<file path="config.mk">
export PLATFORM = sky130hd
export DESIGN_NAME = ims_seq_top
export DESIGN_NICKNAME = d
export VERILOG_FILES = /design/src/rtl/ims_pkg.sv /design/src/rtl/ims_sync.sv /design/src/rtl/ims_brg.sv /design/src/rtl/ims_seq_top.sv
export SDC_FILE = /design/constraint.sdc
export NUM_CORES = 1
export LEC_CHECK = 0
export ABC_AREA = 1
export BUFFER_PORTS_ARGS = -buffer_cell sky130_fd_sc_hd__buf_2
export CORE_UTILIZATION = 52
export DETAILED_ROUTE_END_ITERATION = 10
export PLACE_DENSITY = 0.76
export SYNTH_ARGS = -nofsm -noshare
export SYNTH_HDL_FRONTEND = slang
export SYNTH_SLANG_ARGS = --single-unit
export TNS_END_PERCENT = 20
</file>
<file path="constraint.sdc">
create_clock -name CLK -period 4.1 [get_ports CLK]
set_clock_uncertainty 0.2 [all_clocks]
set_input_delay 0.82 -clock CLK [delete_from_list [all_inputs] [get_ports CLK]]
set_output_delay 0.82 -clock CLK [all_outputs]
set_load 0.005 [all_outputs]
</file>
<file path="src/rtl/ims_pkg.sv">
// constants, register map and state type of the i2c master sequencer
package ims_pkg;
	// register byte offsets on the axi4-lite slave
	localparam logic [4:0] OFS_CTRL = 5'h00;
	localparam logic [4:0] OFS_STATUS = 5'h04;
	localparam logic [4:0] OFS_DATA = 5'h08;
	localparam logic [4:0] OFS_RELOAD = 5'h0c;
	localparam logic [4:0] OFS_CONFIG = 5'h10;
	localparam logic [4:0] OFS_FLAGS = 5'h14;
	// control_reg_two fields
	localparam int CTRL_START = 0;
	localparam int CTRL_RESTART = 1;
	localparam int CTRL_ACK = 6;
	localparam int CTRL_LOCK_W = 5;
	// status_reg fields
	localparam int STAT_BF = 0;
	localparam int STAT_START = 3;
	// config and flag fields
	localparam int CFG_EN = 0;
	localparam int FLG_IRQ = 0;
	localparam int FLG_BCL = 1;
	localparam int FLG_WRITE_COLLISION_FLAG = 2;
	// reset values
	localparam logic [6:0] RELOAD_RST = 7'h00;
	localparam logic [7:0] DATA_RST = 8'h00;
	localparam logic CFG_EN_RST = 1'b0;
	// axi responses
	localparam logic [1:0] RESP_OKAY = 2'h0;
	localparam logic [1:0] RESP_SLVERR = 2'h2;
	// timing: clk runs at twice the instruction rate
	localparam int CLK_NS = 50;
	localparam int TCY_NS = 100;
	localparam int WRITE_COLLISION_FLAG_TCY = 2;
	localparam logic [2:0] WRITE_COLLISION_FLAG_CYC = 3'(WRITE_COLLISION_FLAG_TCY * TCY_NS / CLK_NS);
	// bit positions within a byte frame
	localparam logic [3:0] LAST_DATA_BIT = 4'h7;
	localparam logic [3:0] ACK_BIT = 4'h8;
	typedef enum logic [3:0] {
		S_IDLE,
		S_ST_WAIT,
		S_ST_HOLD,
		S_RS_LWAIT,
		S_RS_LCNT,
		S_RS_HWAIT,
		S_RS_HCNT,
		S_RS_SCNT,
		S_TX_LOW,
		S_TX_HWAIT,
		S_TX_HIGH
	} ims_state_t;
endpackage

</file>
<file path="src/rtl/ims_sync.sv">
// two-flop synchroniser for the scl and sda pin inputs
`timescale 1ns/1ps
`default_nettype none
module ims_sync (
	input wire logic clk,
	input wire logic rstn,
	input wire logic [1:0] din,
	output logic [1:0] dout
);
	logic [1:0] meta_r;

	// released lines idle high, so reset to ones
	always_ff @(posedge clk or negedge rstn) begin
		if (!rstn) begin
			meta_r <= 2'h3;
			dout <= 2'h3;
		end else begin
			meta_r <= din;
			dout <= meta_r;
		end
	end
endmodule
`default_nettype wire

</file>
<file path="src/rtl/ims_brg.sv">
// bit-rate down counter: load, count to zero, hold
`timescale 1ns/1ps
`default_nettype none
module ims_brg (
	input wire logic clk,
	input wire logic rstn,
	input wire logic ld,
	input wire logic [6:0] ld_val,
	input wire logic run,
	output logic zero
);
	logic [6:0] cnt_r;

	// one step per clk, i.e. two per instruction cycle
	always_ff @(posedge clk or negedge rstn) begin
		if (!rstn) begin
			cnt_r <= 7'h00;
		end else if (ld) begin
			cnt_r <= ld_val;
		end else if (run && cnt_r != 7'h00) begin
			cnt_r <= cnt_r - 7'h01;
		end
	end

	assign zero = (cnt_r == 7'h00);
endmodule
`default_nettype wire

</file>
<file path="src/rtl/ims_seq_top.sv">
// i2c master start, restart and transmit sequencer with axi4-lite regs
//
// Behaviour
// - counter reloads from reload bits 6:0, steps twice per cycle, stops at zero
// - one scl period spans two counter rollovers
// - released scl pauses the counter until sampled high, then reloads
// - start with both lines high counts; at timeout drive sda low, flag start
// - after sda low count again, then clear start enable, keep sda low
// - a low line at start or scl low early flags bus collision, idle
// - buffer writes during a start are dropped and set write collision
// - control bits 4:0 writes ignored while start or restart runs
// - restart from idle pulls scl low, counts reload 5:0 with sda released
// - then release scl, both high one period, sda low one period, done
// - start status set on seen start; irq flag waits for timeout
// - restart request while another event runs has no effect
// - restart collides if sda low as scl rises or scl falls early
// - buffer writes during a restart are dropped and set write collision
// - buffer write sets full flag, starts counter, shifts bits per scl
// - eighth falling edge releases sda; ninth samples ack into ctrl bit 6
// - after ninth clock set irq, stop, hold scl low; full already cleared after eighth
// - full flag set on buffer write, cleared after eight bits shifted
// - write during transmit sets collision; buffer updated only within 2 cycles
`timescale 1ns/1ps
`default_nettype none
module ims_seq_top (
	input wire logic CLK,
	input wire logic RSTN,
	input wire logic [4:0] AWADDR,
	input wire logic AWVALID,
	output logic AWREADY,
	input wire logic [31:0] WDATA,
	input wire logic [3:0] WSTRB,
	input wire logic WVALID,
	output logic WREADY,
	output logic [1:0] BRESP,
	output logic BVALID,
	input wire logic BREADY,
	input wire logic [4:0] ARADDR,
	input wire logic ARVALID,
	output logic ARREADY,
	output logic [31:0] RDATA,
	output logic [1:0] RRESP,
	output logic RVALID,
	input wire logic RREADY,
	input wire logic SCL_I,
	output logic SCL_O,
	output logic SCL_OE,
	input wire logic SDA_I,
	output logic SDA_O,
	output logic SDA_OE
);
	////////////////////////////////////////////////////////////////////
	// axi4-lite slave
	logic aw_got_r, w_got_r;
	logic [4:0] waddr_r, raddr;
	logic [31:0] wdata_r;
	logic wstrb0_r;
	logic wr_en, wr_ok, rd_ok;
	logic [31:0] rd_val;

	always_ff @(posedge CLK or negedge RSTN) begin
		if (!RSTN) begin
			AWREADY <= 1'b0;
			WREADY <= 1'b0;
			aw_got_r <= 1'b0;
			w_got_r <= 1'b0;
			waddr_r <= 5'h00;
			wdata_r <= 32'h0;
			wstrb0_r <= 1'b0;
			BVALID <= 1'b0;
			BRESP <= ims_pkg::RESP_OKAY;
		end else begin
			AWREADY <= AWVALID && !AWREADY && !aw_got_r && !BVALID;
			WREADY <= WVALID && !WREADY && !w_got_r && !BVALID;
			if (AWVALID && AWREADY) begin
				aw_got_r <= 1'b1;
				waddr_r <= AWADDR;
			end
			if (WVALID && WREADY) begin
				w_got_r <= 1'b1;
				wdata_r <= WDATA;
				wstrb0_r <= WSTRB[0];
			end
			if (wr_en) begin
				aw_got_r <= 1'b0;
				w_got_r <= 1'b0;
				BVALID <= 1'b1;
				BRESP <= wr_ok ? ims_pkg::RESP_OKAY : ims_pkg::RESP_SLVERR;
			end else if (BVALID && BREADY) begin
				BVALID <= 1'b0;
			end
		end
	end

	assign wr_en = aw_got_r && w_got_r && !BVALID;
	assign wr_ok = (waddr_r <= ims_pkg::OFS_FLAGS) && (waddr_r[1:0] == 2'h0);
	assign raddr = ARADDR;
	assign rd_ok = (raddr <= ims_pkg::OFS_FLAGS) && (raddr[1:0] == 2'h0);

	always_ff @(posedge CLK or negedge RSTN) begin
		if (!RSTN) begin
			ARREADY <= 1'b0;
			RVALID <= 1'b0;
			RDATA <= 32'h0;
			RRESP <= ims_pkg::RESP_OKAY;
		end else begin
			ARREADY <= ARVALID && !ARREADY && !RVALID;
			if (ARVALID && ARREADY) begin
				RVALID <= 1'b1;
				RDATA <= rd_ok ? rd_val : 32'h0;
				RRESP <= rd_ok ? ims_pkg::RESP_OKAY : ims_pkg::RESP_SLVERR;
			end else if (RVALID && RREADY) begin
				RVALID <= 1'b0;
			end
		end
	end

	// byte lane 0 carries every writable field
	logic wr_lane, wr_ctrl, wr_data, wr_reload, wr_cfg, wr_flags;
	assign wr_lane = wr_en && wstrb0_r;
	assign wr_ctrl = wr_lane && waddr_r == ims_pkg::OFS_CTRL;
	assign wr_data = wr_lane && waddr_r == ims_pkg::OFS_DATA;
	assign wr_reload = wr_lane && waddr_r == ims_pkg::OFS_RELOAD;
	assign wr_cfg = wr_lane && waddr_r == ims_pkg::OFS_CONFIG;
	assign wr_flags = wr_lane && waddr_r == ims_pkg::OFS_FLAGS;

	////////////////////////////////////////////////////////////////////
	// registers and pin sampling
	ims_pkg::ims_state_t state_r, state_nxt;
	logic [6:0] reload_r;
	logic [7:0] buf_r, buf_nxt, shift_r, shift_nxt;
	logic en_r, sen_r, sen_nxt, restart_gen_enable_r, restart_gen_enable_nxt, bf_r, bf_nxt;
	logic ack_r, ack_nxt, start_det_r, sda_d_r;
	logic irq_r, bcl_r, write_collision_flag_r, irq_set, bcl_set, write_collision_flag_set;
	logic scl_low_r, scl_low_nxt, sda_low_r, sda_low_nxt;
	logic [3:0] bit_r, bit_nxt;
	logic [2:0] since_wr_r;
	logic [1:0] pins_s;
	logic scl_s, sda_s, ld, run, tmo;
	logic [6:0] ld_val;
	logic [7:0] ctrl_val;

	ims_sync u_sync (
		.clk(CLK),
		.rstn(RSTN),
		.din({SCL_I, SDA_I}),
		.dout(pins_s)
	);
	assign scl_s = pins_s[1];
	assign sda_s = pins_s[0];

	ims_brg u_brg (
		.clk(CLK),
		.rstn(RSTN),
		.ld(ld),
		.ld_val(ld_val),
		.run(run),
		.zero(tmo)
	);

	// counter steps only in states that time a rollover
	assign run = state_r == ims_pkg::S_ST_WAIT
		|| state_r == ims_pkg::S_ST_HOLD
		|| state_r == ims_pkg::S_RS_LCNT
		|| state_r == ims_pkg::S_RS_HCNT
		|| state_r == ims_pkg::S_RS_SCNT
		|| state_r == ims_pkg::S_TX_LOW
		|| state_r == ims_pkg::S_TX_HIGH;

	logic in_start, in_tx;
	assign in_start = state_r == ims_pkg::S_ST_WAIT
		|| state_r == ims_pkg::S_ST_HOLD
		|| state_r == ims_pkg::S_RS_LWAIT
		|| state_r == ims_pkg::S_RS_LCNT
		|| state_r == ims_pkg::S_RS_HWAIT
		|| state_r == ims_pkg::S_RS_HCNT
		|| state_r == ims_pkg::S_RS_SCNT;
	assign in_tx = state_r == ims_pkg::S_TX_LOW
		|| state_r == ims_pkg::S_TX_HWAIT
		|| state_r == ims_pkg::S_TX_HIGH;

	////////////////////////////////////////////////////////////////////
	// sequencer
	always_comb begin
		state_nxt = state_r;
		scl_low_nxt = scl_low_r;
		sda_low_nxt = sda_low_r;
		sen_nxt = sen_r;
		restart_gen_enable_nxt = restart_gen_enable_r;
		bf_nxt = bf_r;
		bit_nxt = bit_r;
		shift_nxt = shift_r;
		buf_nxt = buf_r;
		ack_nxt = ack_r;
		irq_set = 1'b0;
		bcl_set = 1'b0;
		write_collision_flag_set = 1'b0;
		ld = 1'b0;
		ld_val = reload_r;
		unique case (state_r)
			ims_pkg::S_IDLE: begin
				if (wr_data) begin
					buf_nxt = low_byte(wdata_r);
					shift_nxt = low_byte(wdata_r);
					bf_nxt = 1'b1;
					bit_nxt = 4'h0;
					// sda keeps its level until scl is already low
					scl_low_nxt = 1'b1;
					ld = 1'b1;
					state_nxt = ims_pkg::S_TX_LOW;
				end else if (wr_ctrl && wdata_r[ims_pkg::CTRL_START]) begin
					sen_nxt = 1'b1;
					if (scl_s && sda_s) begin
						ld = 1'b1;
						state_nxt = ims_pkg::S_ST_WAIT;
					end else begin
						bcl_set = 1'b1;
						sen_nxt = 1'b0;
					end
				end else if (wr_ctrl && wdata_r[ims_pkg::CTRL_RESTART]) begin
					restart_gen_enable_nxt = 1'b1;
					scl_low_nxt = 1'b1;
					state_nxt = ims_pkg::S_RS_LWAIT;
				end
			end
			ims_pkg::S_ST_WAIT: begin
				if (!scl_s) begin
					bcl_set = 1'b1;
				end else if (tmo) begin
					if (sda_s) begin
						sda_low_nxt = 1'b1;
						ld = 1'b1;
						state_nxt = ims_pkg::S_ST_HOLD;
					end else begin
						bcl_set = 1'b1;
					end
				end
			end
			ims_pkg::S_ST_HOLD: begin
				if (tmo) begin
					sen_nxt = 1'b0;
					irq_set = 1'b1;
					state_nxt = ims_pkg::S_IDLE;
				end
			end
			ims_pkg::S_RS_LWAIT: begin
				if (!scl_s) begin
					ld = 1'b1;
					ld_val = {1'b0, reload_r[5:0]};
					sda_low_nxt = 1'b0;
					state_nxt = ims_pkg::S_RS_LCNT;
				end
			end
			ims_pkg::S_RS_LCNT: begin
				if (tmo) begin
					if (sda_s) begin
						scl_low_nxt = 1'b0;
						state_nxt = ims_pkg::S_RS_HWAIT;
					end else begin
						bcl_set = 1'b1;
					end
				end
			end
			ims_pkg::S_RS_HWAIT: begin
				if (scl_s) begin
					if (!sda_s) begin
						bcl_set = 1'b1;
					end else begin
						ld = 1'b1;
						state_nxt = ims_pkg::S_RS_HCNT;
					end
				end
			end
			ims_pkg::S_RS_HCNT: begin
				if (!scl_s || !sda_s) begin
					bcl_set = 1'b1;
				end else if (tmo) begin
					sda_low_nxt = 1'b1;
					ld = 1'b1;
					state_nxt = ims_pkg::S_RS_SCNT;
				end
			end
			ims_pkg::S_RS_SCNT: begin
				if (tmo) begin
					restart_gen_enable_nxt = 1'b0;
					irq_set = 1'b1;
					state_nxt = ims_pkg::S_IDLE;
				end
			end
			ims_pkg::S_TX_LOW: begin
				// bits move one clk after scl falls, for hold time on sda
				sda_low_nxt = !shift_r[7]
					&& bit_r != ims_pkg::ACK_BIT;
				if (tmo) begin
					scl_low_nxt = 1'b0;
					state_nxt = ims_pkg::S_TX_HWAIT;
				end
			end
			ims_pkg::S_TX_HWAIT: begin
				if (scl_s) begin
					ld = 1'b1;
					state_nxt = ims_pkg::S_TX_HIGH;
				end
			end
			ims_pkg::S_TX_HIGH: begin
				if (tmo) begin
					scl_low_nxt = 1'b1; // falling edge
					bit_nxt = bit_r + 4'h1;
					if (bit_r == ims_pkg::ACK_BIT) begin
						ack_nxt = sda_s;
						irq_set = 1'b1;
						state_nxt = ims_pkg::S_IDLE;
					end else begin
						// shift before the next low phase
						shift_nxt = {shift_r[6:0], 1'b0};
						if (bit_r == ims_pkg::LAST_DATA_BIT) begin
							bf_nxt = 1'b0;
						end
						ld = 1'b1;
						state_nxt = ims_pkg::S_TX_LOW;
					end
				end
			end
		endcase
		// a dropped write in a sequence must still raise the flag
		if (wr_data && in_start) begin
			write_collision_flag_set = 1'b1;
		end
		if (wr_data && in_tx) begin
			write_collision_flag_set = 1'b1;
			if (since_wr_r < ims_pkg::WRITE_COLLISION_FLAG_CYC) begin
				// early rewrite corrupts the byte in flight
				buf_nxt = low_byte(wdata_r);
				shift_nxt = low_byte(wdata_r);
			end
		end
		if (bcl_set) begin
			sen_nxt = 1'b0;
			restart_gen_enable_nxt = 1'b0;
			scl_low_nxt = 1'b0;
			sda_low_nxt = 1'b0;
			state_nxt = ims_pkg::S_IDLE;
		end
		if (!en_r) begin
			sen_nxt = 1'b0;
			restart_gen_enable_nxt = 1'b0;
			bf_nxt = 1'b0;
			scl_low_nxt = 1'b0;
			sda_low_nxt = 1'b0;
			state_nxt = ims_pkg::S_IDLE;
		end
	end

	function automatic logic [7:0] low_byte(input logic [31:0] d);
		low_byte = d[7:0];
	endfunction

	always_ff @(posedge CLK or negedge RSTN) begin
		if (!RSTN) begin
			state_r <= ims_pkg::S_IDLE;
			scl_low_r <= 1'b0;
			sda_low_r <= 1'b0;
			sen_r <= 1'b0;
			restart_gen_enable_r <= 1'b0;
			bf_r <= 1'b0;
			bit_r <= 4'h0;
			shift_r <= ims_pkg::DATA_RST;
			buf_r <= ims_pkg::DATA_RST;
			ack_r <= 1'b0;
		end else begin
			state_r <= state_nxt;
			scl_low_r <= scl_low_nxt;
			sda_low_r <= sda_low_nxt;
			sen_r <= sen_nxt;
			restart_gen_enable_r <= restart_gen_enable_nxt;
			bf_r <= bf_nxt;
			bit_r <= bit_nxt;
			shift_r <= shift_nxt;
			buf_r <= buf_nxt;
			ack_r <= ack_nxt;
		end
	end

	////////////////////////////////////////////////////////////////////
	// software registers, flags and line monitor
	always_ff @(posedge CLK or negedge RSTN) begin
		if (!RSTN) begin
			reload_r <= ims_pkg::RELOAD_RST;
			en_r <= ims_pkg::CFG_EN_RST;
			since_wr_r <= ims_pkg::WRITE_COLLISION_FLAG_CYC;
		end else begin
			if (wr_reload) begin
				reload_r <= wdata_r[6:0];
			end
			if (wr_cfg) begin
				en_r <= wdata_r[ims_pkg::CFG_EN];
			end
			if (wr_data) begin
				since_wr_r <= 3'h0;
			end else if (since_wr_r < ims_pkg::WRITE_COLLISION_FLAG_CYC) begin
				since_wr_r <= since_wr_r + 3'h1;
			end
		end
	end

	// set wins over a same-cycle write-one-to-clear
	always_ff @(posedge CLK or negedge RSTN) begin
		if (!RSTN) begin
			irq_r <= 1'b0;
			bcl_r <= 1'b0;
			write_collision_flag_r <= 1'b0;
		end else begin
			irq_r <= irq_set
				|| (irq_r && !(wr_flags && wdata_r[ims_pkg::FLG_IRQ]));
			bcl_r <= bcl_set
				|| (bcl_r && !(wr_flags && wdata_r[ims_pkg::FLG_BCL]));
			write_collision_flag_r <= write_collision_flag_set
				|| (write_collision_flag_r && !(wr_flags && wdata_r[ims_pkg::FLG_WRITE_COLLISION_FLAG]));
		end
	end

	// start seen on the lines: sda falling while scl high
	always_ff @(posedge CLK or negedge RSTN) begin
		if (!RSTN) begin
			sda_d_r <= 1'b1;
			start_det_r <= 1'b0;
		end else begin
			sda_d_r <= sda_s;
			if (!en_r) begin
				start_det_r <= 1'b0;
			end else if (sda_d_r && !sda_s && scl_s) begin
				start_det_r <= 1'b1;
			end
		end
	end

	// control bits 4:0 are self-managed; writes there never queue
	assign ctrl_val = {1'b0, ack_r, 4'h0, restart_gen_enable_r, sen_r};

	always_comb begin
		rd_val = 32'h0;
		unique case (raddr)
			ims_pkg::OFS_CTRL: rd_val[7:0] = ctrl_val;
			ims_pkg::OFS_STATUS: begin
				rd_val[ims_pkg::STAT_BF] = bf_r;
				rd_val[ims_pkg::STAT_START] = start_det_r;
			end
			ims_pkg::OFS_DATA: rd_val[7:0] = buf_r;
			ims_pkg::OFS_RELOAD: rd_val[6:0] = reload_r;
			ims_pkg::OFS_CONFIG: rd_val[ims_pkg::CFG_EN] = en_r;
			ims_pkg::OFS_FLAGS: rd_val[2:0] = {write_collision_flag_r, bcl_r, irq_r};
			default: rd_val = 32'h0;
		endcase
	end

	////////////////////////////////////////////////////////////////////
	// open-drain pins: value always low, enable pulls the line
	always_ff @(posedge CLK or negedge RSTN) begin
		if (!RSTN) begin
			SCL_O <= 1'b0;
			SDA_O <= 1'b0;
			SCL_OE <= 1'b0;
			SDA_OE <= 1'b0;
		end else begin
			SCL_O <= 1'b0;
			SDA_O <= 1'b0;
			SCL_OE <= scl_low_nxt;
			SDA_OE <= sda_low_nxt;
		end
	end
endmodule
`default_nettype wire

</file>
==> results.json <==
{
  "status": "completed",
  "finalSetupTns_ns": 0,
  "worstPathCellList": "inv_1 -> ha_1 -> inv_1 -> nor2_1 -> inv_1 -> nor2_2 -> nand2_4 -> nand2_1 -> nor2_2 -> nand3_4 -> nand2_1 -> o21ai_0 -> nor2_1",
  "insertion_delay_ns": 0.36,
  "die_w_um": 97.5,
  "critPathMaxFanout": 10,
  "cts_tree": "done",
  "io-pin-count": 100,
  "fill_cells": 824,
  "p_leak_nw": 2.70,
  "path_clk_slew_ns": 0.09,
  "crit_top_cell": "inv_1",
  "maxCapViolCount": 0,
  "synth_edf_count": 0,
  "fin_crit_ns": 2.26,
  "ys.flop_type": "dfrtp_1",
  "worstMarginPinSlew_ns": 1.06,
  "antenna_found_initial": 0,
  "startpoint": "u_brg.cnt_r[0]$_DFFE_PN0P_",
  "path_delay_family": "simple AND/OR/NAND/NOR gates",
  "synth_seq_cells": 88,
  "wire_per_inst_um": 13.5,
  "grtUsageTotal": 0.229,
  "hp-start": "u_sync.meta_r[0]$_DFF_PN1_",
  "min_path_cells": 0,
  "ctsResizeCount": 0,
  "cts_setup_buffers": 0,
  "yosysSeqAreaShare": 0.465,
  "yosysTopAreaCellShare": 0.432,
  "clockBufferDepth": 2,
  "num_rows": 34,
  "worst-path-buf-inv": 3,
  "syn_avg_cell_area_sq_um": 7.91,
  "final_layout_size_suffix_gt1_frac": 0.167,
  "drt_iter0_drc": 175,
  "setup_violations": 0,
  "finalCritPeriodShare": 0.551,
  "max_freq_mhz": 443,
  "ir_drop_mv": 0.296,
  "power_density_nw_per_um2": 502,
  "cts.sinks": 88,
  "synth_area_sq_um": 4750,
  "power_mw": 2.58,
  "grt_pass1_wl_mm": 17.4,
  "rrSetupSlack_ns": 1.84,
  "start_kind": "flip-flop",
  "cp.required_ns": 4.16,
  "critPathMaxStageDelay_ns": 0.38,
  "ys_types": 42,
  "crit_path_top_delay_cell": "dfrtp_1",
  "first_pass_iters": 5,
  "slew_violations": 0,
  "critPathArrivalTime_ns": 2.31,
  "critical_path_class": "reg -> reg",
  "rsz0062_at_grt": "false",
  "r2r_end": "u_brg.cnt_r[6]$_DFFE_PN0P_",
  "gp_congestion": 0.907,
  "dieArea_sq_um": 9520,
  "cts_made_buffers": 9,
  "core-area_sq_um": 8760,
  "hold_slack_ns": 0.161,
  "drc": 0,
  "async_reset_ff_frac": 1.00,
  "worst_setup_path_end_kind": "flip-flop",
  "slew_headroom": 0.294,
  "placed_cells": 746,
  "io_buffers": 44,
  "final_core_util": 0.586,
  "yosysWarnings": 0,
  "vias_per_cell": 5.21,
  "hold_buffers": 0,
  "nets": 709,
  "rr_startpoint": "u_brg.cnt_r[0]$_DFFE_PN0P_",
  "dp_hpwl_mm": 7.80,
  "synthTopCellsByCount": "nand2_1 (172), dfrtp_1 (82), inv_1 (56)",
  "hp-class": "reg -> reg",
  "synth_area_leader_cell": "dfrtp_1",
  "die_h_um": 97.5,
  "synth.most_common_cell": "nand2_1",
  "grt_max_degree": 89,
  "ff2ff_path_depth": 13,
  "vias": 3967,
  "hold_path_end": "u_sync.dout[0]$_DFF_PN1_",
  "synthTopCellsByArea": "dfrtp_1 (43%), nand2_1 (14%), o21ai_0 (5.1%)",
  "synthCells": 600,
  "antenna_cells": 0,
  "grt_overflow": 0,
  "root_buffer": "clkbuf_8",
  "routed_wl_mm": 10.3,
  "htreeDepth": 3,
  "initial_core_util": 0.542,
  "area_growth_pct": 8.20,
  "final_cells": 762,
  "antenna_left": 0,
  "grt_pass1_vias": 3773,
  "final_hold_viol_count": 0
}
## where the power goes
group,internal [mW],switching [mW]
clock,0.226,0.317
sequential,1.11,0.173
combinational,0.262,0.492
## metal layers
layer,vias to the layer above,GRT usage,routed length [um]
met1,1855,0.309,4920
met5,-,0,0
met2,116,0.358,4630
li1,1973,-,-
met3,23,0.0446,460
met4,0,0.102,293
## layout make-up
cell class	count	area [sq um]	share of cell area
flip-flops and latches	88	2210	0.430
multi-input cells	438	2140	0.416
inverters	68	259	0.0504
repair buffers	44	223	0.0434
well taps	108	135	0.0263
clock buffers	11	131	0.0256
clock inverters	5	42.5	0.00828
## worst max path at each step
stage | to | slack, ns | cells past startpoint
4_1_cts | u_brg.cnt_r[6]$_DFFE_PN0P_ | 1.85 | 13
6_report | u_brg.cnt_r[6]$_DFFE_PN0P_ | 1.84 | 13
2_1_floorplan | u_brg.cnt_r[6]$_DFFE_PN0P_ | 2.17 | 13
3_5_place_dp | u_brg.cnt_r[6]$_DFFE_PN0P_ | 1.87 | 13
3_3_place_gp | u_brg.cnt_r[6]$_DFFE_PN0P_ | 1.92 | 13
5_1_grt | u_brg.cnt_r[6]$_DFFE_PN0P_ | 1.64 | 13
## through the flow
step	cell area, sq um	setup WS, ns
2_1_floorplan	4850	2.17
3_3_place_gp	4960	1.92
3_5_place_dp	4960	1.87
4_1_cts	5140	1.85
5_1_grt	5140	1.64
6_report	5140	1.84
## logic make-up after synthesis
| kind of cell | synth area share |
|---|---|
| AOI/OAI and AO/OA | 0.0991 |
| xor gates and xnor gates | 0.0129 |
| adders and majority gates | 0.0132 |
| buffers and inverters | 0.106 |
| DFF | 0.465 |
| muxes | 0.00237 |
| other | 0.000790 |
| and+or+nand+nor | 0.300 |
## placed cells by master, fill, tap and decap left out, types with 4 or more instances in the layout
cell type  count
a21oi_1       20
buf_2         43
clkbuf_8       9
conb_1        28
dfrtp_1       82
dfstp_2        6
ha_1           5
inv_1         56
inv_2          8
nand2_1      172
nand2_2        5
nand3_1       35
nand4_1        9
nor2_1        50
nor2_2         9
nor2_4        10
nor3_1         9
o21ai_0       48
o21ai_1        4
o22ai_1        5
xnor2_1        4
## state kept, by name (all words and copies together) (netlist names), 4 cells and up
register / flops
u_brg.cnt_r: 7
buf_r: 8
bit_r: 4
RDATA: 8
shift_r: 8
reload_r: 7
state_r: 4
waddr_r: 5
wdata_r: 8
Note: power is estimated with default switching activity, not from simulation.
